File: src/hw/cft_cfg.svh
`ifndef CFT_CFG_SVH
`define CFT_CFG_SVH

// ==========================================================================
// register map
// ==========================================================================
`define CFT_ADDR_W          8
`define CFT_ADDR_CTRL       8'h00
`define CFT_ADDR_LIMIT      8'h04
`define CFT_ADDR_STATUS     8'h08
`define CFT_ADDR_COUNT      8'h0C

// ==========================================================================
// field positions
// ==========================================================================
`define CFT_CTRL_ENABLE     0
`define CFT_CTRL_SW_SEL     1
`define CFT_CTRL_SW_BUF     2
`define CFT_STAT_BUSY       0
`define CFT_STAT_BACKWARD   1
`define CFT_STAT_ABORTED    2
`define CFT_STAT_BUFFERED   3

// ==========================================================================
// reset values and responses
// ==========================================================================
`define CFT_ENABLE_RST      1'h1
`define CFT_LIMIT_RST       16'h0FFF
`define CFT_RESP_OKAY       2'h0
`define CFT_RESP_DECERR     2'h3

`endif

File: src/hw/cft_pkg.sv
package cft_pkg;

    // ======================================================================
    // sequencer states
    // ======================================================================
    typedef enum logic [2:0] {
        ST_IDLE      = 3'b000,
        ST_SPACE     = 3'b001,
        ST_FWD_LEAVE = 3'b010,
        ST_FWD_SCAN  = 3'b011,
        ST_BWD_LEAVE = 3'b100,
        ST_BWD_SCAN  = 3'b101
    } cft_mode_t;

    // ======================================================================
    // bus carriers
    // ======================================================================
    typedef struct packed {
        logic [7:0]  awaddr;
        logic        awvalid;
        logic [31:0] wdata;
        logic [3:0]  wstrb;
        logic        wvalid;
        logic        bready;
        logic [7:0]  araddr;
        logic        arvalid;
        logic        rready;
    } cft_axi_req_t;

    typedef struct packed {
        logic        awready;
        logic        wready;
        logic        bvalid;
        logic [1:0]  bresp;
        logic        arready;
        logic        rvalid;
        logic [31:0] rdata;
        logic [1:0]  rresp;
    } cft_axi_rsp_t;

    // ======================================================================
    // cursor side carriers
    // ======================================================================
    typedef struct packed {
        logic is_fac;
        logic fac_protected;
        logic column_at_end;
        logic column_at_start;
    } cft_char_t;

    typedef struct packed {
        logic move_right;
        logic move_left;
        logic move_down;
        logic move_up;
        logic column_register_clear;
    } cft_step_t;

    // ======================================================================
    // module state records
    // ======================================================================
    typedef struct packed {
        logic [1:0] stage;
    } cft_sync_t;

    typedef struct packed {
        cft_axi_rsp_t rsp;
        logic         aw_held;
        logic         w_held;
        logic         rd_pend;
        logic [7:0]   waddr;
        logic [31:0]  wdata;
        logic [3:0]   wstrb;
        logic [7:0]   raddr;
        logic         wr_en;
    } cft_bus_t;

    typedef struct packed {
        cft_mode_t   mode;
        cft_step_t   steps;
        logic        busy;
        logic        blank;
        logic        backward;
        logic        fac_skipped;
        logic        aborted;
        logic [15:0] step_count;
        logic [15:0] tab_count;
        logic        enable;
        logic        sw_sel;
        logic        sw_buffered;
        logic [15:0] limit;
    } cft_core_t;

endpackage : cft_pkg

File: src/hw/cft_tab_control.sv
// Operation
// - In direct mode a forward tab steps the cursor right once and stops, with no search.
// - In direct mode a backward tab request is ignored and the cursor stays put.
// - In buffered mode a horizontal tab sets the in-progress state and starts the search.
// - The tab-busy indication is raised for the whole of a forward or backward search.
// - The cursor-blank signal is raised while the cursor registers are stepped by a search.
// - A forward search raises move-right so the column steps by one on each execute slot short of line end.
// - A protected field code or an ordinary character keeps the forward search stepping; the code aborts once step_count reaches limit.
// - At line end with no code found, column clears and row steps down once; search goes on.
// - On an unprotected field code the forward search steps right once more and halts.
// - A forward tab ends with busy and blank low and cursor one past the unprotected code.
// - A backtab starts a backward search, of use only with field codes in memory.
// - A backtab leaves the cursor on the first position of the preceding unprotected field.
// - A backtab skips the code of the field now holding the cursor, protected or not.
// - A backtab steps left, and up at line starts, until an unprotected code, then stops; the code also aborts once step_count reaches limit.
// - After a backward search halts on an unprotected code, the column steps right once.
//
// Our own choices: the AXI4-Lite register port and the address map.
`timescale 1ns/1ps
`include "cft_cfg.svh"

module cft_tab_control (
    input  wire logic                  CLOCK_IN,
    input  wire logic                  RESET_IN,
    input  wire logic                  CE_IN,
    input  wire cft_pkg::cft_axi_req_t AXI_REQ_IN,
    output cft_pkg::cft_axi_rsp_t      AXI_RSP_OUT,
    input  wire logic                  BUFFER_MODE_IN,
    input  wire logic                  TAB_REQ_IN,
    input  wire logic                  BACKTAB_REQ_IN,
    input  wire logic                  EXECUTE_SLOT_IN,
    input  wire cft_pkg::cft_char_t    CHAR_IN,
    output cft_pkg::cft_step_t         STEP_OUT,
    output logic                       TAB_IN_PROGRESS_OUT,
    output logic                       CURSOR_BLANK_HOLD_OUT
);
    import cft_pkg::*;

    // ======================================================================
    // state and reset image
    // ======================================================================
    localparam cft_core_t CORE_RST = '{
        mode    : ST_IDLE,
        enable  : `CFT_ENABLE_RST,
        limit   : `CFT_LIMIT_RST,
        default : '0
    };

    cft_core_t   core_reg;
    cft_core_t   core_next;
    logic        pin_buffered;
    logic        buffered;
    logic        wr_en;
    logic [7:0]  wr_addr;
    logic [31:0] wr_data;
    logic [3:0]  wr_strb;
    logic [7:0]  rd_addr;
    logic [31:0] rd_data;
    logic        rd_hit;
    logic        wr_hit;
    logic        limit_hit;

    // ======================================================================
    // switch input and register bus
    // ======================================================================
    cft_sync2 u_mode_sync (
        .CLOCK_IN (CLOCK_IN),
        .RESET_IN (RESET_IN),
        .CE_IN    (CE_IN),
        .d_in     (BUFFER_MODE_IN),
        .q_out    (pin_buffered)
    );

    cft_axil_slave u_bus (
        .CLOCK_IN    (CLOCK_IN),
        .RESET_IN    (RESET_IN),
        .CE_IN       (CE_IN),
        .req_in      (AXI_REQ_IN),
        .rsp_out     (AXI_RSP_OUT),
        .wr_en_out   (wr_en),
        .wr_addr_out (wr_addr),
        .wr_data_out (wr_data),
        .wr_strb_out (wr_strb),
        .rd_addr_out (rd_addr),
        .rd_data_in  (rd_data),
        .rd_hit_in   (rd_hit),
        .wr_hit_in   (wr_hit)
    );

    assign buffered  = core_reg.sw_sel ? core_reg.sw_buffered : pin_buffered;
    assign limit_hit = (core_reg.step_count >= core_reg.limit);
    assign wr_hit    = (wr_addr == `CFT_ADDR_CTRL) || (wr_addr == `CFT_ADDR_LIMIT)
                    || (wr_addr == `CFT_ADDR_STATUS) || (wr_addr == `CFT_ADDR_COUNT);

    // ======================================================================
    // read mux
    // ======================================================================
    always_comb
    begin
        rd_data = 32'h0000_0000;
        rd_hit  = 1'b1;
        case (rd_addr)
            `CFT_ADDR_CTRL:
            begin
                rd_data[`CFT_CTRL_ENABLE] = core_reg.enable;
                rd_data[`CFT_CTRL_SW_SEL] = core_reg.sw_sel;
                rd_data[`CFT_CTRL_SW_BUF] = core_reg.sw_buffered;
            end
            `CFT_ADDR_LIMIT:
                rd_data[15:0] = core_reg.limit;
            `CFT_ADDR_STATUS:
            begin
                rd_data[`CFT_STAT_BUSY]     = core_reg.busy;
                rd_data[`CFT_STAT_BACKWARD] = core_reg.backward;
                rd_data[`CFT_STAT_ABORTED]  = core_reg.aborted;
                rd_data[`CFT_STAT_BUFFERED] = buffered;
            end
            `CFT_ADDR_COUNT:
                rd_data[15:0] = core_reg.tab_count;
            default:
                rd_hit = 1'b0;
        endcase
    end

    // ======================================================================
    // tab sequencer and register writes
    // ======================================================================
    always_comb
    begin
        core_next       = core_reg;
        core_next.steps = '0;

        if (wr_en)
        begin
            if (wr_addr == `CFT_ADDR_CTRL && wr_strb[0])
            begin
                core_next.enable      = wr_data[`CFT_CTRL_ENABLE];
                core_next.sw_sel      = wr_data[`CFT_CTRL_SW_SEL];
                core_next.sw_buffered = wr_data[`CFT_CTRL_SW_BUF];
            end
            if (wr_addr == `CFT_ADDR_LIMIT)
            begin
                if (wr_strb[0])
                    core_next.limit[7:0] = wr_data[7:0];
                if (wr_strb[1])
                    core_next.limit[15:8] = wr_data[15:8];
            end
            // writing a one to the status abort bit clears the sticky abort mark
            if (wr_addr == `CFT_ADDR_STATUS && wr_strb[0] && wr_data[`CFT_STAT_ABORTED])
                core_next.aborted = 1'b0;
        end

        case (core_reg.mode)
            ST_IDLE:
            begin
                if (core_reg.enable && TAB_REQ_IN)
                begin
                    core_next.step_count = 16'h0000;
                    core_next.backward   = 1'b0;
                    if (buffered)
                    begin
                        core_next.mode  = ST_FWD_LEAVE;
                        core_next.busy  = 1'b1;
                        core_next.blank = 1'b1;
                    end
                    else
                        core_next.mode = ST_SPACE;
                end
                else if (core_reg.enable && BACKTAB_REQ_IN && buffered)
                begin
                    core_next.mode        = ST_BWD_LEAVE;
                    core_next.step_count  = 16'h0000;
                    core_next.backward    = 1'b1;
                    core_next.fac_skipped = 1'b0;
                    core_next.busy        = 1'b1;
                    core_next.blank       = 1'b1;
                end
            end

            ST_SPACE:
            begin
                if (EXECUTE_SLOT_IN)
                begin
                    core_next.steps.move_right = 1'b1;
                    core_next.mode             = ST_IDLE;
                end
            end

            ST_FWD_LEAVE:
            begin
                if (EXECUTE_SLOT_IN)
                begin
                    core_next.steps.move_right = 1'b1;
                    core_next.step_count       = core_reg.step_count + 16'h0001;
                    core_next.mode             = ST_FWD_SCAN;
                end
            end

            ST_FWD_SCAN:
            begin
                if (EXECUTE_SLOT_IN)
                begin
                    core_next.step_count = core_reg.step_count + 16'h0001;
                    if (CHAR_IN.is_fac && !CHAR_IN.fac_protected)
                    begin
                        core_next.steps.move_right = 1'b1;
                        core_next.mode             = ST_IDLE;
                        core_next.busy             = 1'b0;
                        core_next.blank            = 1'b0;
                        core_next.tab_count        = core_reg.tab_count + 16'h0001;
                    end
                    else if (limit_hit)
                    begin
                        core_next.mode    = ST_IDLE;
                        core_next.busy    = 1'b0;
                        core_next.blank   = 1'b0;
                        core_next.aborted = 1'b1;
                    end
                    else if (CHAR_IN.column_at_end)
                    begin
                        core_next.steps.column_register_clear = 1'b1;
                        core_next.steps.move_down             = 1'b1;
                    end
                    else
                        core_next.steps.move_right = 1'b1;
                end
            end

            ST_BWD_LEAVE:
            begin
                if (EXECUTE_SLOT_IN)
                begin
                    core_next.steps.move_left = 1'b1;
                    core_next.steps.move_up   = CHAR_IN.column_at_start;
                    core_next.step_count      = core_reg.step_count + 16'h0001;
                    core_next.mode            = ST_BWD_SCAN;
                end
            end

            ST_BWD_SCAN:
            begin
                if (EXECUTE_SLOT_IN)
                begin
                    core_next.step_count = core_reg.step_count + 16'h0001;
                    if (CHAR_IN.is_fac && !core_reg.fac_skipped)
                    begin
                        // own field's code passed over
                        core_next.fac_skipped     = 1'b1;
                        core_next.steps.move_left = 1'b1;
                        core_next.steps.move_up   = CHAR_IN.column_at_start;
                    end
                    else if (CHAR_IN.is_fac && !CHAR_IN.fac_protected)
                    begin
                        core_next.steps.move_right = 1'b1;
                        core_next.mode             = ST_IDLE;
                        core_next.busy             = 1'b0;
                        core_next.blank            = 1'b0;
                        core_next.tab_count        = core_reg.tab_count + 16'h0001;
                    end
                    else if (limit_hit)
                    begin
                        core_next.mode    = ST_IDLE;
                        core_next.busy    = 1'b0;
                        core_next.blank   = 1'b0;
                        core_next.aborted = 1'b1;
                    end
                    else
                    begin
                        core_next.steps.move_left = 1'b1;
                        core_next.steps.move_up   = CHAR_IN.column_at_start;
                    end
                end
            end

            default:
            begin
                core_next.mode  = ST_IDLE;
                core_next.busy  = 1'b0;
                core_next.blank = 1'b0;
            end
        endcase
    end

    // ======================================================================
    // state register
    // ======================================================================
    always_ff @(posedge CLOCK_IN or posedge RESET_IN)
    begin
        if (RESET_IN)
            core_reg <= CORE_RST;
        else if (CE_IN)
            core_reg <= core_next;
    end

    assign STEP_OUT              = core_reg.steps;
    assign TAB_IN_PROGRESS_OUT   = core_reg.busy;
    assign CURSOR_BLANK_HOLD_OUT = core_reg.blank;

endmodule : cft_tab_control

File: src/hw/cft_sync2.sv
`timescale 1ns/1ps

module cft_sync2 (
    input  wire logic CLOCK_IN,
    input  wire logic RESET_IN,
    input  wire logic CE_IN,
    input  wire logic d_in,
    output logic      q_out
);
    import cft_pkg::*;

    cft_sync_t s_reg;
    cft_sync_t s_next;

    always_comb
    begin
        s_next.stage = {s_reg.stage[0], d_in};
    end

    always_ff @(posedge CLOCK_IN or posedge RESET_IN)
    begin
        if (RESET_IN)
            s_reg <= '0;
        else if (CE_IN)
            s_reg <= s_next;
    end

    assign q_out = s_reg.stage[1];

endmodule : cft_sync2

File: src/hw/cft_axil_slave.sv
`timescale 1ns/1ps
`include "cft_cfg.svh"

module cft_axil_slave (
    input  wire logic                 CLOCK_IN,
    input  wire logic                 RESET_IN,
    input  wire logic                 CE_IN,
    input  wire cft_pkg::cft_axi_req_t req_in,
    output cft_pkg::cft_axi_rsp_t     rsp_out,
    output logic                      wr_en_out,
    output logic [7:0]                wr_addr_out,
    output logic [31:0]               wr_data_out,
    output logic [3:0]                wr_strb_out,
    output logic [7:0]                rd_addr_out,
    input  wire logic [31:0]          rd_data_in,
    input  wire logic                 rd_hit_in,
    input  wire logic                 wr_hit_in
);
    import cft_pkg::*;

    cft_bus_t b_reg;
    cft_bus_t b_next;

    always_comb
    begin
        b_next       = b_reg;
        b_next.wr_en = 1'b0;
        // ==================================================================
        // write side: address and data in either order
        // ==================================================================
        if (req_in.awvalid && b_reg.rsp.awready)
        begin
            b_next.aw_held     = 1'b1;
            b_next.waddr       = req_in.awaddr;
            b_next.rsp.awready = 1'b0;
        end
        if (req_in.wvalid && b_reg.rsp.wready)
        begin
            b_next.w_held     = 1'b1;
            b_next.wdata      = req_in.wdata;
            b_next.wstrb      = req_in.wstrb;
            b_next.rsp.wready = 1'b0;
        end
        if (b_reg.aw_held && b_reg.w_held && !b_reg.rsp.bvalid)
        begin
            b_next.wr_en      = 1'b1;
            b_next.aw_held    = 1'b0;
            b_next.w_held     = 1'b0;
            b_next.rsp.bvalid = 1'b1;
            b_next.rsp.bresp  = wr_hit_in ? `CFT_RESP_OKAY : `CFT_RESP_DECERR;
        end
        if (b_reg.rsp.bvalid && req_in.bready)
        begin
            b_next.rsp.bvalid  = 1'b0;
            b_next.rsp.awready = 1'b1;
            b_next.rsp.wready  = 1'b1;
        end
        // ==================================================================
        // read side
        // ==================================================================
        if (req_in.arvalid && b_reg.rsp.arready)
        begin
            b_next.raddr       = req_in.araddr;
            b_next.rd_pend     = 1'b1;
            b_next.rsp.arready = 1'b0;
        end
        if (b_reg.rd_pend)
        begin
            b_next.rd_pend    = 1'b0;
            b_next.rsp.rvalid = 1'b1;
            b_next.rsp.rdata  = rd_data_in;
            b_next.rsp.rresp  = rd_hit_in ? `CFT_RESP_OKAY : `CFT_RESP_DECERR;
        end
        if (b_reg.rsp.rvalid && req_in.rready)
        begin
            b_next.rsp.rvalid  = 1'b0;
            b_next.rsp.arready = 1'b1;
        end
    end

    always_ff @(posedge CLOCK_IN or posedge RESET_IN)
    begin
        if (RESET_IN)
            b_reg <= '{rsp: '{awready: 1'b1, wready: 1'b1, arready: 1'b1, default: '0},
                       default: '0};
        else if (CE_IN)
            b_reg <= b_next;
    end

    assign rsp_out     = b_reg.rsp;
    assign wr_en_out   = b_reg.wr_en;
    assign wr_addr_out = b_reg.waddr;
    assign wr_data_out = b_reg.wdata;
    assign wr_strb_out = b_reg.wstrb;
    assign rd_addr_out = b_reg.raddr;

endmodule : cft_axil_slave

File: config.mk
export PLATFORM = sky130hd
export DESIGN_NAME = cft_tab_control
export DESIGN_NICKNAME = d
export VERILOG_FILES = /design/src/hw/cft_pkg.sv /design/src/hw/cft_tab_control.sv /design/src/hw/cft_sync2.sv /design/src/hw/cft_axil_slave.sv
export VERILOG_INCLUDE_DIRS = /design/src /design/src/hw
export SDC_FILE = /design/constraint.sdc
export NUM_CORES = 1
export LEC_CHECK = 0
export BUFFER_PORTS_ARGS = -buffer_cell sky130_fd_sc_hd__buf_2
export CORE_ASPECT_RATIO = 1.25
export CORE_MARGIN = 2
export CORE_UTILIZATION = 56
export DETAILED_ROUTE_END_ITERATION = 12
export GPL_ROUTABILITY_DRIVEN = 0
export GPL_TIMING_DRIVEN = 0
export MAX_ROUTING_LAYER = met4
export PLACE_DENSITY = 0.91
export SETUP_SLACK_MARGIN = 0.3
export SYNTH_ARGS = -nofsm -noshare
export SYNTH_HDL_FRONTEND = slang
export SYNTH_SLANG_ARGS = --single-unit
File: constraint.sdc
create_clock -name CLOCK_IN -period 3.75 [get_ports CLOCK_IN]
set_input_delay 0 -clock CLOCK_IN [delete_from_list [all_inputs] [get_ports CLOCK_IN]]
set_output_delay 0 -clock CLOCK_IN [all_outputs]
set_load 0.03 [all_outputs]
==> impl_table.tex, run 1 <==
\begin{tabular}{lr}
\hline
Metric & Value \\
\hline
\multicolumn{2}{l}{\textbf{Die}} \\
Initial Util & 57.9\% \\
Number of primary I/O pins & 116 \\
Standard-cell rows & 43 \\
Die ar. & $\sim$12000 um\^{}2 \\
Core area & 11100 um\^{}2 \\
Vert. Die Dim & 124 um \\
Chip Width & 100 um \\
\multicolumn{2}{l}{\textbf{Setup path}} \\
Maximum fanout encountered on the critical timing path & 6 \\
R2R setup slack & 1.06 ns \\
Count of buffering cells on the critical path with inverters included & 1 \\
Startpoint types & register \\
Startpoint-to-endpoint class of the critical path & reg -> reg \\
CP max stage cell & sky130\_fd\_sc\_hd\_\_a2bb2oi\_1 \\
Delay of the slowest cell on the worst path & 0.58 ns \\
Series of cell instances along the critical path & inv\_1 > ha\_1 > a21oi\_1 > o21a\_1 > a2bb2oi\_1 > nand3\_1 > o32ai\_1 \\
CP Data Arrival Time & 3.01 ns \\
Critical path capture point type & register \\
Critical Path RT & 4.07 ns \\
Kind of cell adding the most delay to the critical path & compound AO/OA/AOI/OAI gates \\
\multicolumn{2}{l}{\textbf{Logic synthesis}} \\
Fraction of registers with async set/reset & between 90\% and 100\% \\
Register bit total from synthesis & about 130 \\
Warnings, synthesis & 0 \\
Multiplexer share of the synthesized area & 10.6\% \\
Post-synthesis cell type count & 61 \\
Number of instances in the synthesized netlist & 617 \\
Post-synthesis adder-cell area fraction & 3.49\% \\
Average size of a mapped cell & 10.4 um\^{}2 \\
Post-synthesis simple-gate area fraction & 13.9\% \\
Number of synthesized flops with an enable pin & 0 \\
Share of the yosys chip area belonging to registers & 49.2\% \\
Main flop type after synthesis & sky130\_fd\_sc\_hd\_\_dfrtp\_1 \\
Post-synthesis compound-gate area fraction & a little under an eighth \\
Post-synthesis instance area & 6450 um\^{}2 \\
Post-synthesis xor/xnor area fraction & 2.43\% \\
Largest family of logic cells by synthesized area & simple AND/OR/NAND/NOR gates \\
\multicolumn{2}{l}{\textbf{Global route}} \\
Largest net degree at the start of global routing & 74 \\
Final global-route overflow total & 0 \\
Initial antenna violation count & 0 \\
Wire length of the first global-routing pass & 30000 um \\
Number of global-route vias before repair & $\sim$5.9k \\
All-layer global routing usage & 33.2\% \\
\multicolumn{2}{l}{\textbf{Route}} \\
Number of vias after detailed routing & 5631 \\
Drt via density & 6.07 \\
Remaining routing DRC violations & 0 \\
Wire length per cell & 20.4 um \\
Number of DRC markers in iteration 0 & between 500 and 600 \\
Post-Route WL & 18900 um \\
Post-route antenna net violation count & 0 \\
Pre-antenna DRT Iters & 8 \\
\multicolumn{2}{l}{\textbf{Clock tree}} \\
Clock tree from TritonCTS & built \\
Source-to-sink clock delay at the later pin of the worst-skew pair & 0.43 ns \\
Number of buffers on the longest clock path & 2 \\
Clock tree sinks & 126 \\
H-tree depth & 4 \\
Resize count post-CTS & 0 \\
Root buffer cell & sky130\_fd\_sc\_hd\_\_clkbuf\_16 \\
Clock transition at the register clock pins on the worst setup and hold paths after CTS & 0.06 ns \\
Number of buffers inserted during clock tree synthesis & 17 \\
\multicolumn{2}{l}{\textbf{Timing}} \\
Number of pins with negative max-slew slack in the final report & 0 \\
Final setup fails & 0 \\
Part of the cycle the worst path needs & 71.7\% \\
Worst rel slew slack & around half \\
Max Clk Rate & roughly 370 MHz \\
Shortest clock period the worst path allows after layout & $\sim$2.7 ns \\
Clock Skews & 0.0117 ns \\
Hold Slack & 0.0919 ns \\
Unrepaired setup endpoints after global routing & no \\
Transition time at the pin with the least slew margin & slightly above 0.7 ns \\
Count of final hold-check violations & 0 \\
Final Worst Setup Slack & 1.06 ns \\
\multicolumn{2}{l}{\textbf{Final layout}} \\
Filler Cell Count & 662 \\
Area growth from synthesis to layout & 27.8\% \\
Count of antenna diodes in the layout & 0 \\
Final core utilization & between 70 and 80\% \\
Final standard cell area without fillers & 8240 um\^{}2 \\
Fraction of layout instances using a drive strength above 1 & 31.4\% \\
Number of nets in the layout & 865 \\
Flip-flop count of the largest register after layout & 57 \\
\multicolumn{2}{l}{\textbf{Placement}} \\
Dpl ws & roughly 1.3 ns \\
Placed wire-length estimate after detailed placement & between 10000 and 15000 um \\
Placed instance area & 7110 um\^{}2 \\
Number of port buffers & 80 \\
\multicolumn{2}{l}{\textbf{Min path}} \\
Hold crit path type & in -> reg \\
\multicolumn{2}{l}{\textbf{Power}} \\
Sequential share of power & 37.5\% \\
Fraction of power consumed by the clock network & about 36\% \\
Comb power frac & 27.0\% \\
Leakage power of the design & 3.85 nW \\
P\_int & $\sim$3.5 mW \\
Power per cell area & 634 nW/um\^{}2 \\
Worst vdd rail ir drop & 0.511 mV \\
Total design power & about 5.2 mW \\
Net Sw Power & 1.73 mW \\
Switching Fraction & 33.1\% \\
\multicolumn{2}{l}{\textbf{Job}} \\
Max-capacitance violation count & 0 \\
\multicolumn{2}{l}{\textbf{Status}} \\
Run status & finished, final reports clean \\
\hline
\end{tabular}
==> area by class of cell <==
cell class | count | area (um^2) | share of cell area (%)
buffer | 67 | 447 | 5.42
clock buffer | 19 | 453 | 5.50
clock inverter | 13 | 210 | 2.55
inverter | 30 | 118 | 1.43
multi-input combinational | 409 | 2770 | 33.6
sequential | 126 | 3170 | 38.5
tap | 135 | 169 | 2.05
timing repair buffer | 128 | 898 | 10.9
==> worst register-to-register path: stages, from the launching register on <==
cell                        delay [ns]
sky130_fd_sc_hd__dfstp_2          0.57
sky130_fd_sc_hd__inv_1            0.05
sky130_fd_sc_hd__ha_1             0.31
sky130_fd_sc_hd__a21oi_1          0.21
sky130_fd_sc_hd__o21a_1           0.16
sky130_fd_sc_hd__a2bb2oi_1        0.58
sky130_fd_sc_hd__nand3_1          0.34
sky130_fd_sc_hd__o32ai_1          0.37
==> per-stage QoR <==
stage	setup TNS (ns)	cells
after floorplan	0	632
after global placement	-70.78	847
after detailed placement	0	848
after CTS	0	927
after global routing	0	927
final	0	927
==> Yosys cell counts (all sizes together) (3+ instances only) <==
master	count	area share, %
dfrtp	110	43
nand2	72	4.2
mux2	56	9.8
buf	53	6.1
o21ai	39	3.0
inv	30	1.7
a21oi	27	2.1
nor2	25	1.5
ha	18	3.5
nand4	18	1.8
dfstp	16	6.5
nand3	15	1.2
a22oi	14	1.6
clkbuf	14	0.82
xor2	12	1.7
or4	10	1.2
o31ai	8	0.93
a31oi	6	0.58
nor2b	6	0.58
nor3	6	0.54
o211ai	6	0.78
mux2i	5	0.78
or3	5	0.49
xnor2	5	0.68
a21boi	4	0.47
and3	4	0.39
nor3b	3	0.43
nor4	3	0.39
o21a	3	0.35
==> metal layers <==
layer  vias to the layer above  track usage [%]  wire, um
met4                         0             18.8      1050
li1                       2452                -         -
met1                      2703             33.8      6600
met5                         -                -         0
met3                       111             7.74      1410
met2                       365             58.9      9890
==> final timing paths <==
path	start	to	cells past startpoint
worst max-delay path	core_reg[11]	STEP_OUT[2]	7
worst min-delay path	CE_IN	core_reg[49]	4
worst max register to register	core_reg[11]	STEP_OUT[2]	7
worst min register to register	u_bus.rsp_out[13]	u_bus.rsp_out[13]	2
max in group asynchronous	RESET_IN	core_reg[5]	4
min in group asynchronous	RESET_IN	u_bus.wr_addr_out[1]	3
==> cells in the final DEF (no fill, tap or decap), types with 14 or more instances in the layout <==
| master | count |
|---|---|
| sky130_fd_sc_hd__clkbuf_16 | 17 |
| sky130_fd_sc_hd__buf_4 | 47 |
| sky130_fd_sc_hd__dfstp_2 | 16 |
| sky130_fd_sc_hd__dlygate4sd3_1 | 47 |
| sky130_fd_sc_hd__mux2_2 | 56 |
| sky130_fd_sc_hd__ha_1 | 18 |
| sky130_fd_sc_hd__a22oi_1 | 14 |
| sky130_fd_sc_hd__buf_2 | 83 |
| sky130_fd_sc_hd__clkbuf_1 | 14 |
| sky130_fd_sc_hd__inv_1 | 29 |
| sky130_fd_sc_hd__a21oi_1 | 27 |
| sky130_fd_sc_hd__nor2_1 | 25 |
| sky130_fd_sc_hd__nand4_1 | 17 |
| sky130_fd_sc_hd__o21ai_0 | 34 |
| sky130_fd_sc_hd__nand2_1 | 72 |
| sky130_fd_sc_hd__dfrtp_1 | 110 |
| sky130_fd_sc_hd__nand3_1 | 15 |
| sky130_fd_sc_hd__conb_1 | 16 |
==> cell families after synthesis <==
| logic type | Yosys count |
|---|---|
| adders and majority gates | 18 |
| buffers and inverters | 97 |
| and+or+nand+nor | 177 |
| DFF | 126 |
| AOI/OAI and AO/OA | 120 |
| muxes | 61 |
| other | 1 |
| xor gates and xnor gates | 17 |
==> power groups by stage <==
stage | Clock, mW | Sequential, mW | Combinational [mW]
after floorplan | 0 | 1.86 | 0.960
after global placement | 0 | 1.90 | 1.18
after detailed placement | 0 | 1.93 | 1.24
after CTS | 1.85 | 1.92 | 1.34
after global routing | 1.92 | 1.98 | 1.51
final | 1.86 | 1.96 | 1.41
==> repair_timing <==
action | in CTS | in global routing
buffers inserted | 0 | 0
hold buffers | 47 | 0
hold endpoints to repair | 98 | 0
No activity file was read; power rests on OpenSTA's default activity.
==> run 2, diff against run 1 <==
- CORE_UTILIZATION: 56 -> 51
- PLACE_DENSITY: 0.91 -> 0.88
- clock period: 3.75 -> 2.4 ns (I/O delays scaled with it)
==> run 2 against run 1 <==
Against the previous run:
- critical path depth rose by 2
- setup slack got worse by 0.95 ns
- design area rose by 4.3%
- first-iteration DRC count rose by 25%
- sequential power rose by 59%
- non-clock buffer count rose by 12
- via count rose by 6.7%
- clock skew fell by 0.0011 ns
- register-to-register slack got worse by 0.95 ns
- largest power group unchanged
==> impl_table.tex, run 2 (synthesized netlist as in run 1, its figures left out) <==
\begin{tabular}{lr}
\hline
Metric & Value \\
\hline
\multicolumn{2}{l}{\textbf{Setup path}} \\
Source of the critical timing path & core\_reg[1] \\
CP max stage cell & sky130\_fd\_sc\_hd\_\_dfstp\_2 \\
Worst setup path endpoint & STEP\_OUT[4] \\
Critical Path RT & approximately 2.7 ns \\
Startpoint types & register \\
Cells on worst reg2reg path & 9 \\
Maximum fanout encountered on the critical timing path & 5 \\
CP Data Arrival Time & about 2.6 ns \\
Series of cell instances along the critical path & inv\_2 > ha\_4 > nor2b\_4 > o211a\_1 > o311ai\_4 > buf\_12 > buf\_4 > nand4\_1 > a31oi\_1 \\
RR Startpoint & core\_reg[1] \\
Count of buffering cells on the critical path with inverters included & 3 \\
Startpoint-to-endpoint class of the critical path & reg -> reg \\
Instance count on the critical path & 9 \\
Kind of cell adding the most delay to the critical path & compound AO/OA/AOI/OAI gates \\
Worst reg2reg endpoint & STEP\_OUT[4] \\
Delay of the slowest cell on the worst path & 0.54 ns \\
R2R setup slack & approximately 0.11 ns \\
Critical path capture point type & register \\
\multicolumn{2}{l}{\textbf{Route}} \\
Post-route antenna net violation count & 0 \\
Remaining routing DRC violations & 0 \\
Number of DRC markers in iteration 0 & 626 \\
Drt via density & between 6 and 7 \\
Wire length per cell & around 22 um \\
Pre-antenna DRT Iters & 6 \\
Post-Route WL & 21100 um \\
Number of vias after detailed routing & 6008 \\
\multicolumn{2}{l}{\textbf{Final layout}} \\
Flip-flop count of the largest register after layout & 57 \\
Most frequent standard cell in the layout excluding fill and tap cells & sky130\_fd\_sc\_hd\_\_dfrtp\_1 \\
Fraction of layout instances using a drive strength above 1 & 36.9\% \\
Number of nets in the layout & $\sim$880 \\
Most frequent cells in the layout & sky130\_fd\_sc\_hd\_\_dfrtp\_1 (110), sky130\_fd\_sc\_hd\_\_buf\_2 (83), sky130\_fd\_sc\_hd\_\_nand2\_1 (69), sky130\_fd\_sc\_hd\_\_buf\_4 (57), sky130\_fd\_sc\_hd\_\_mux2\_2 (56) \\
Final cell count without fillers & 968 \\
Count of antenna diodes in the layout & 0 \\
Area growth from synthesis to layout & 33.2\% \\
\multicolumn{2}{l}{\textbf{Clock tree}} \\
Root buffer cell & sky130\_fd\_sc\_hd\_\_clkbuf\_16 \\
Number of buffers inserted during clock tree synthesis & 17 \\
Clock transition at the register clock pins on the worst setup and hold paths after CTS & about 0.060 ns \\
H-tree depth & 4 \\
Clock tree sinks & 126 \\
Clock tree from TritonCTS & built \\
Number of buffers on the longest clock path & 2 \\
Source-to-sink clock delay at the later pin of the worst-skew pair & 0.43 ns \\
\multicolumn{2}{l}{\textbf{Placement}} \\
Dpl ws & 0.0125 ns \\
Dpl cells & 879 \\
Placed wire-length estimate after detailed placement & 10700 um \\
Number of port buffers & 80 \\
\multicolumn{2}{l}{\textbf{Timing}} \\
Summed negative setup slack over all endpoints & 0 ns \\
Shortest clock period the worst path allows after layout & 2.29 ns \\
Clock Skews & roughly 0.011 ns \\
Number of pins with negative max-slew slack in the final report & 0 \\
Part of the cycle the worst path needs & 95.3\% \\
Final setup fails & 0 \\
Final Worst Setup Slack & $\sim$0.11 ns \\
Hold Slack & 0.0298 ns \\
Count of final hold-check violations & 0 \\
Unrepaired setup endpoints after global routing & yes \\
Worst rel slew slack & 58.2\% \\
Max Clk Rate & about 440 MHz \\
Transition time at the pin with the least slew margin & 0.627 ns \\
\multicolumn{2}{l}{\textbf{Power}} \\
Power per cell area & 976 nW/um\^{}2 \\
Leakage power of the design & 3.99 nW \\
Total design power & around 8.4 mW \\
Worst vdd rail ir drop & 1.01 mV \\
\multicolumn{2}{l}{\textbf{Global route}} \\
Largest net degree at the start of global routing & between 40 and 50 \\
Final global-route overflow total & 0 \\
Initial antenna violation count & 0 \\
Wire length of the first global-routing pass & 30400 um \\
Number of global-route vias before repair & 5791 \\
All-layer global routing usage & 30.3\% \\
\multicolumn{2}{l}{\textbf{Min path}} \\
Hold crit path type & in -> reg \\
\multicolumn{2}{l}{\textbf{Die}} \\
Initial Util & between 50\% and 60\% \\
Standard-cell rows & 45 \\
Number of primary I/O pins & 116 \\
Vert. Die Dim & between 100 and 150 um \\
Die ar. & approximately 14000 um\^{}2 \\
Chip Width & 105 um \\
Core area & roughly 12000 um\^{}2 \\
\multicolumn{2}{l}{\textbf{Status}} \\
Run status & finished, final reports clean \\
\multicolumn{2}{l}{\textbf{Job}} \\
Max-capacitance violation count & 0 \\
\hline
\end{tabular}
## run 2: final cells by class
class                   instances  area, um^2
fillers                       727        3630
flip-flops and latches        126        3170
multi-input cells             409        3010
repair buffers                140        1020
plain buffers                  67         464
clock buffers                  19         453
well taps                     164         205
clock inverters                13         153
inverters                      30         116
## run 2: report_power, final
part	total [mW]	switching, mW	internal, mW
Clock	2.65	1.05	1.60
Combinational	2.62	1.46	1.16
Sequential	3.11	0.470	2.64
## run 2: tightest hold or removal path, delay by kind of cell
kind            cells  cell delay, ns
compound gates      1            0.13
buf+inv             1            0.13
simple gates        2            0.16
## run 2: per-layer routing
metal  wire [um]  track usage, %  vias to the layer above  share of wire (%)
met5           0               -                        -                  0
met4        1590            16.1                        0                7.5
met3        2110            6.69                      179                 10
met2       10600            54.0                      520                 50
met1        6880            31.4                     2824                 33
li1            -               -                     2485                  -
## run 2: worst min path at each step
stage                              from  depth (start not counted)                    to  slack (ns)
after floorplan           AXI_REQ_IN[0]                          1     u_bus.rsp_out[34]         0.1
after global placement    AXI_REQ_IN[0]                          2     u_bus.rsp_out[34]        0.21
after detailed placement       RESET_IN                          2  u_bus.rd_addr_out[0]       -0.03
after CTS                    CHAR_IN[3]                          4          core_reg[52]        0.03
after global routing         CHAR_IN[3]                          4          core_reg[52]        0.03
final                        CHAR_IN[3]                          4          core_reg[52]        0.03
## run 2: repair_timing
item,CTS,global route
hold buffers,45,0
resized for setup,21,38
setup endpoints to repair,51,51
pin swaps,9,14
hold endpoints to repair,124,0
buffers inserted,3,9
## run 2: stage by stage
step / util, % / cell area, um^2
6_report: 70.3 / 8590
5_1_grt: 70.3 / 8590
4_1_cts: 68.4 / 8360
3_5_place_dp: 58.7 / 7170
3_3_place_gp: 58.2 / 7110
2_1_floorplan: - / 6510
==> run 3, diff against run 2 <==
- CORE_UTILIZATION: 51 -> 61
- PLACE_DENSITY: 0.88 -> 0.95
- clock period: 2.4 -> 2.7 ns (I/O delays scaled with it)
==> run 3 against run 2 <==
Against the previous run:
- clock skew is 0.0085 ns higher
- via count is 6.0% higher
- final cell count is 4.4% lower
- first-iteration DRC count is 35% higher
- largest cell class unchanged
- critical path type unchanged
- hold slack better by 0.067 ns
==> impl_table.tex, run 3 (synthesized netlist as in run 1, its figures left out) <==
\begin{tabular}{lr}
\hline
Metric & Value \\
\hline
\multicolumn{2}{l}{\textbf{Status}} \\
Run status & finished, final reports clean \\
\multicolumn{2}{l}{\textbf{Min path}} \\
Hold crit path type & in -> reg \\
\multicolumn{2}{l}{\textbf{Final layout}} \\
Final core utilization & 81.2\% \\
Final cell count without fillers & 925 \\
Most frequent standard cell in the layout excluding fill and tap cells & sky130\_fd\_sc\_hd\_\_dfrtp\_1 \\
Most frequent cells in the layout & sky130\_fd\_sc\_hd\_\_dfrtp\_1 (110), sky130\_fd\_sc\_hd\_\_buf\_2 (83), sky130\_fd\_sc\_hd\_\_nand2\_1 (71), sky130\_fd\_sc\_hd\_\_mux2\_2 (56), sky130\_fd\_sc\_hd\_\_buf\_4 (49) \\
Fraction of layout instances using a drive strength above 1 & 33.8\% \\
Area growth from synthesis to layout & 28.6\% \\
Number of nets in the layout & 867 \\
Flip-flop count of the largest register after layout & 57 \\
\multicolumn{2}{l}{\textbf{Route}} \\
Post-Route WL & 23900 um \\
Wl on met1 & 7030 um \\
Wire length per cell & around 26 um \\
Detail Route met3 WL & 2990 um \\
Highest metal layer with signal wires & met4 \\
Routed length on met2 & between 10000 and 15000 um \\
Post-route antenna net violation count & 0 \\
Remaining routing DRC violations & 0 \\
Number of vias after detailed routing & 6366 \\
Number of DRC markers in iteration 0 & 842 \\
Drt via density & 6.88 \\
Pre-antenna DRT Iters & 8 \\
\multicolumn{2}{l}{\textbf{Clock tree}} \\
Clock transition at the register clock pins on the worst setup and hold paths after CTS & 0.08 ns \\
H-tree depth & 4 \\
Number of buffers on the longest clock path & 2 \\
Clock tree sinks & 126 \\
Number of buffers inserted during clock tree synthesis & 17 \\
Clock tree from TritonCTS & built \\
Root buffer cell & sky130\_fd\_sc\_hd\_\_clkbuf\_16 \\
Source-to-sink clock delay at the later pin of the worst-skew pair & 0.44 ns \\
\multicolumn{2}{l}{\textbf{Timing}} \\
Final Worst Setup Slack & approximately 0.22 ns \\
Clock Skews & 0.0191 ns \\
Max Clk Rate & 404 MHz \\
Number of pins with negative max-slew slack in the final report & 0 \\
Summed negative setup slack over all endpoints & 0 ns \\
Unrepaired setup endpoints after global routing & yes \\
Part of the cycle the worst path needs & around 90\% \\
Count of final hold-check violations & 0 \\
Shortest clock period the worst path allows after layout & 2.48 ns \\
Final setup fails & 0 \\
Worst rel slew slack & 34.8\% \\
Transition time at the pin with the least slew margin & a little under 1 ns \\
\multicolumn{2}{l}{\textbf{Setup path}} \\
Maximum fanout encountered on the critical timing path & 3 \\
Critical path capture point type & register \\
CP Data Arrival Time & 2.80 ns \\
Startpoint-to-endpoint class of the critical path & reg -> reg \\
Critical Path RT & 3.02 ns \\
CP max stage cell & sky130\_fd\_sc\_hd\_\_or3b\_1 \\
Startpoint types & register \\
Series of cell instances along the critical path & nor4\_2 > nand4\_1 > or3b\_1 > nor2\_1 > mux2\_2 \\
Delay of the slowest cell on the worst path & 0.52 ns \\
\multicolumn{2}{l}{\textbf{Power}} \\
Leakage power of the design & 3.86 nW \\
Total design power & 7.50 mW \\
Power per cell area & 905 nW/um\^{}2 \\
Worst vdd rail ir drop & just under 0.8 mV \\
\multicolumn{2}{l}{\textbf{Global route}} \\
Wire length of the first global-routing pass & 35800 um \\
All-layer global routing usage & between 40\% and 50\% \\
Final global-route overflow total & 0 \\
Largest net degree at the start of global routing & 46 \\
Number of global-route vias before repair & 6813 \\
Initial antenna violation count & 2 \\
\multicolumn{2}{l}{\textbf{Placement}} \\
Number of port buffers & 80 \\
Dpl ws & 0.300 ns \\
Dpl cells & 843 \\
Placed wire-length estimate after detailed placement & 11800 um \\
\multicolumn{2}{l}{\textbf{Die}} \\
Vert. Die Dim & 119 um \\
Number of primary I/O pins & 116 \\
Initial Util & between 60\% and 70\% \\
Core area & 10200 um\^{}2 \\
Standard-cell rows & between 40 and 50 \\
Chip Width & 96.0 um \\
Die ar. & 11400 um\^{}2 \\
\multicolumn{2}{l}{\textbf{Job}} \\
Max-capacitance violation count & 0 \\
\hline
\end{tabular}
run 3: changes by cell type in the layout (fill, tap and decap cells not counted), sizes merged:
| cell | change |
|---|---|
| buf | -11 |
| diode | +2 |
| bufinv | +1 |
| clkbuf | -1 |
| clkinv | +1 |
| clkinvlp | -1 |
| dlygate4sd3 | +1 |
run 3: per-layer routing:
| metal | vias to the layer above | global-route usage (%) |
|---|---|---|
| li1 | 2456 | - |
| met1 | 2884 | 42.4 |
| met2 | 703 | 66.3 |
| met3 | 323 | 18.0 |
| met4 | 0 | 38.4 |
| met5 | - | - |
run 3: report_power, final:
part	internal [mW]	total [mW]	switching [mW]
combinational	0.883	2.22	1.33
clock	1.47	2.47	1.00
sequential	2.34	2.81	0.466
total	4.70	7.50	2.80
run 3: critical path: cells and delay by family (launching register included):
kind / cells / cell delay (ns)
muxes: 1 / 0.40
DFF: 1 / 0.41
and+or+nand+nor: 4 / 1.57
run 3: cell type report:
class                           instances  area (um^2)
Sequential cell                       126         3170
Tap cell                              129          161
Fill cell                             490         1920
Clock inverter                         14          180
Antenna cell                            2         5.00
Inverter                               30          116
Buffer                                 67          449
Multi-Input combinational cell        409         2860
Clock buffer                           18          429
Timing Repair Buffer                  130          916
run 3: repair_timing:
action | 4_1_cts | 5_1_grt
setup endpoints to repair | 2 | 49
hold endpoints to repair | 79 | 0
pin swaps | 0 | 5
setup buffers | 0 | 2
resized for setup | 2 | 20
hold buffers | 46 | 0
run 3: final timing paths:
| path | to | startpoint | slack, ns | cells past startpoint |
|---|---|---|---|---|
| max | core_reg[16] | u_bus.wr_addr_out[0] | 0.22 | 5 |
| min | core_reg[52] | CHAR_IN[3] | 0.1 | 4 |
| max reg2reg | core_reg[16] | u_bus.wr_addr_out[0] | 0.22 | 5 |
| min reg2reg | u_bus.rsp_out[5] | u_bus.rsp_out[5] | 0.49 | 2 |
| max in group asynchronous | core_reg[3] | RESET_IN | 1.57 | 4 |
| min in group asynchronous | u_bus.rd_addr_out[0] | RESET_IN | 0.33 | 3 |
run 3: per-stage QoR:
stage	hold WS [ns]	instance area [um^2]
2_1_floorplan	0.0960	6510
3_3_place_gp	0.194	7070
3_5_place_dp	0.208	7110
4_1_cts	0.0495	8200
5_1_grt	0.0880	8290
6_report	0.0963	8290
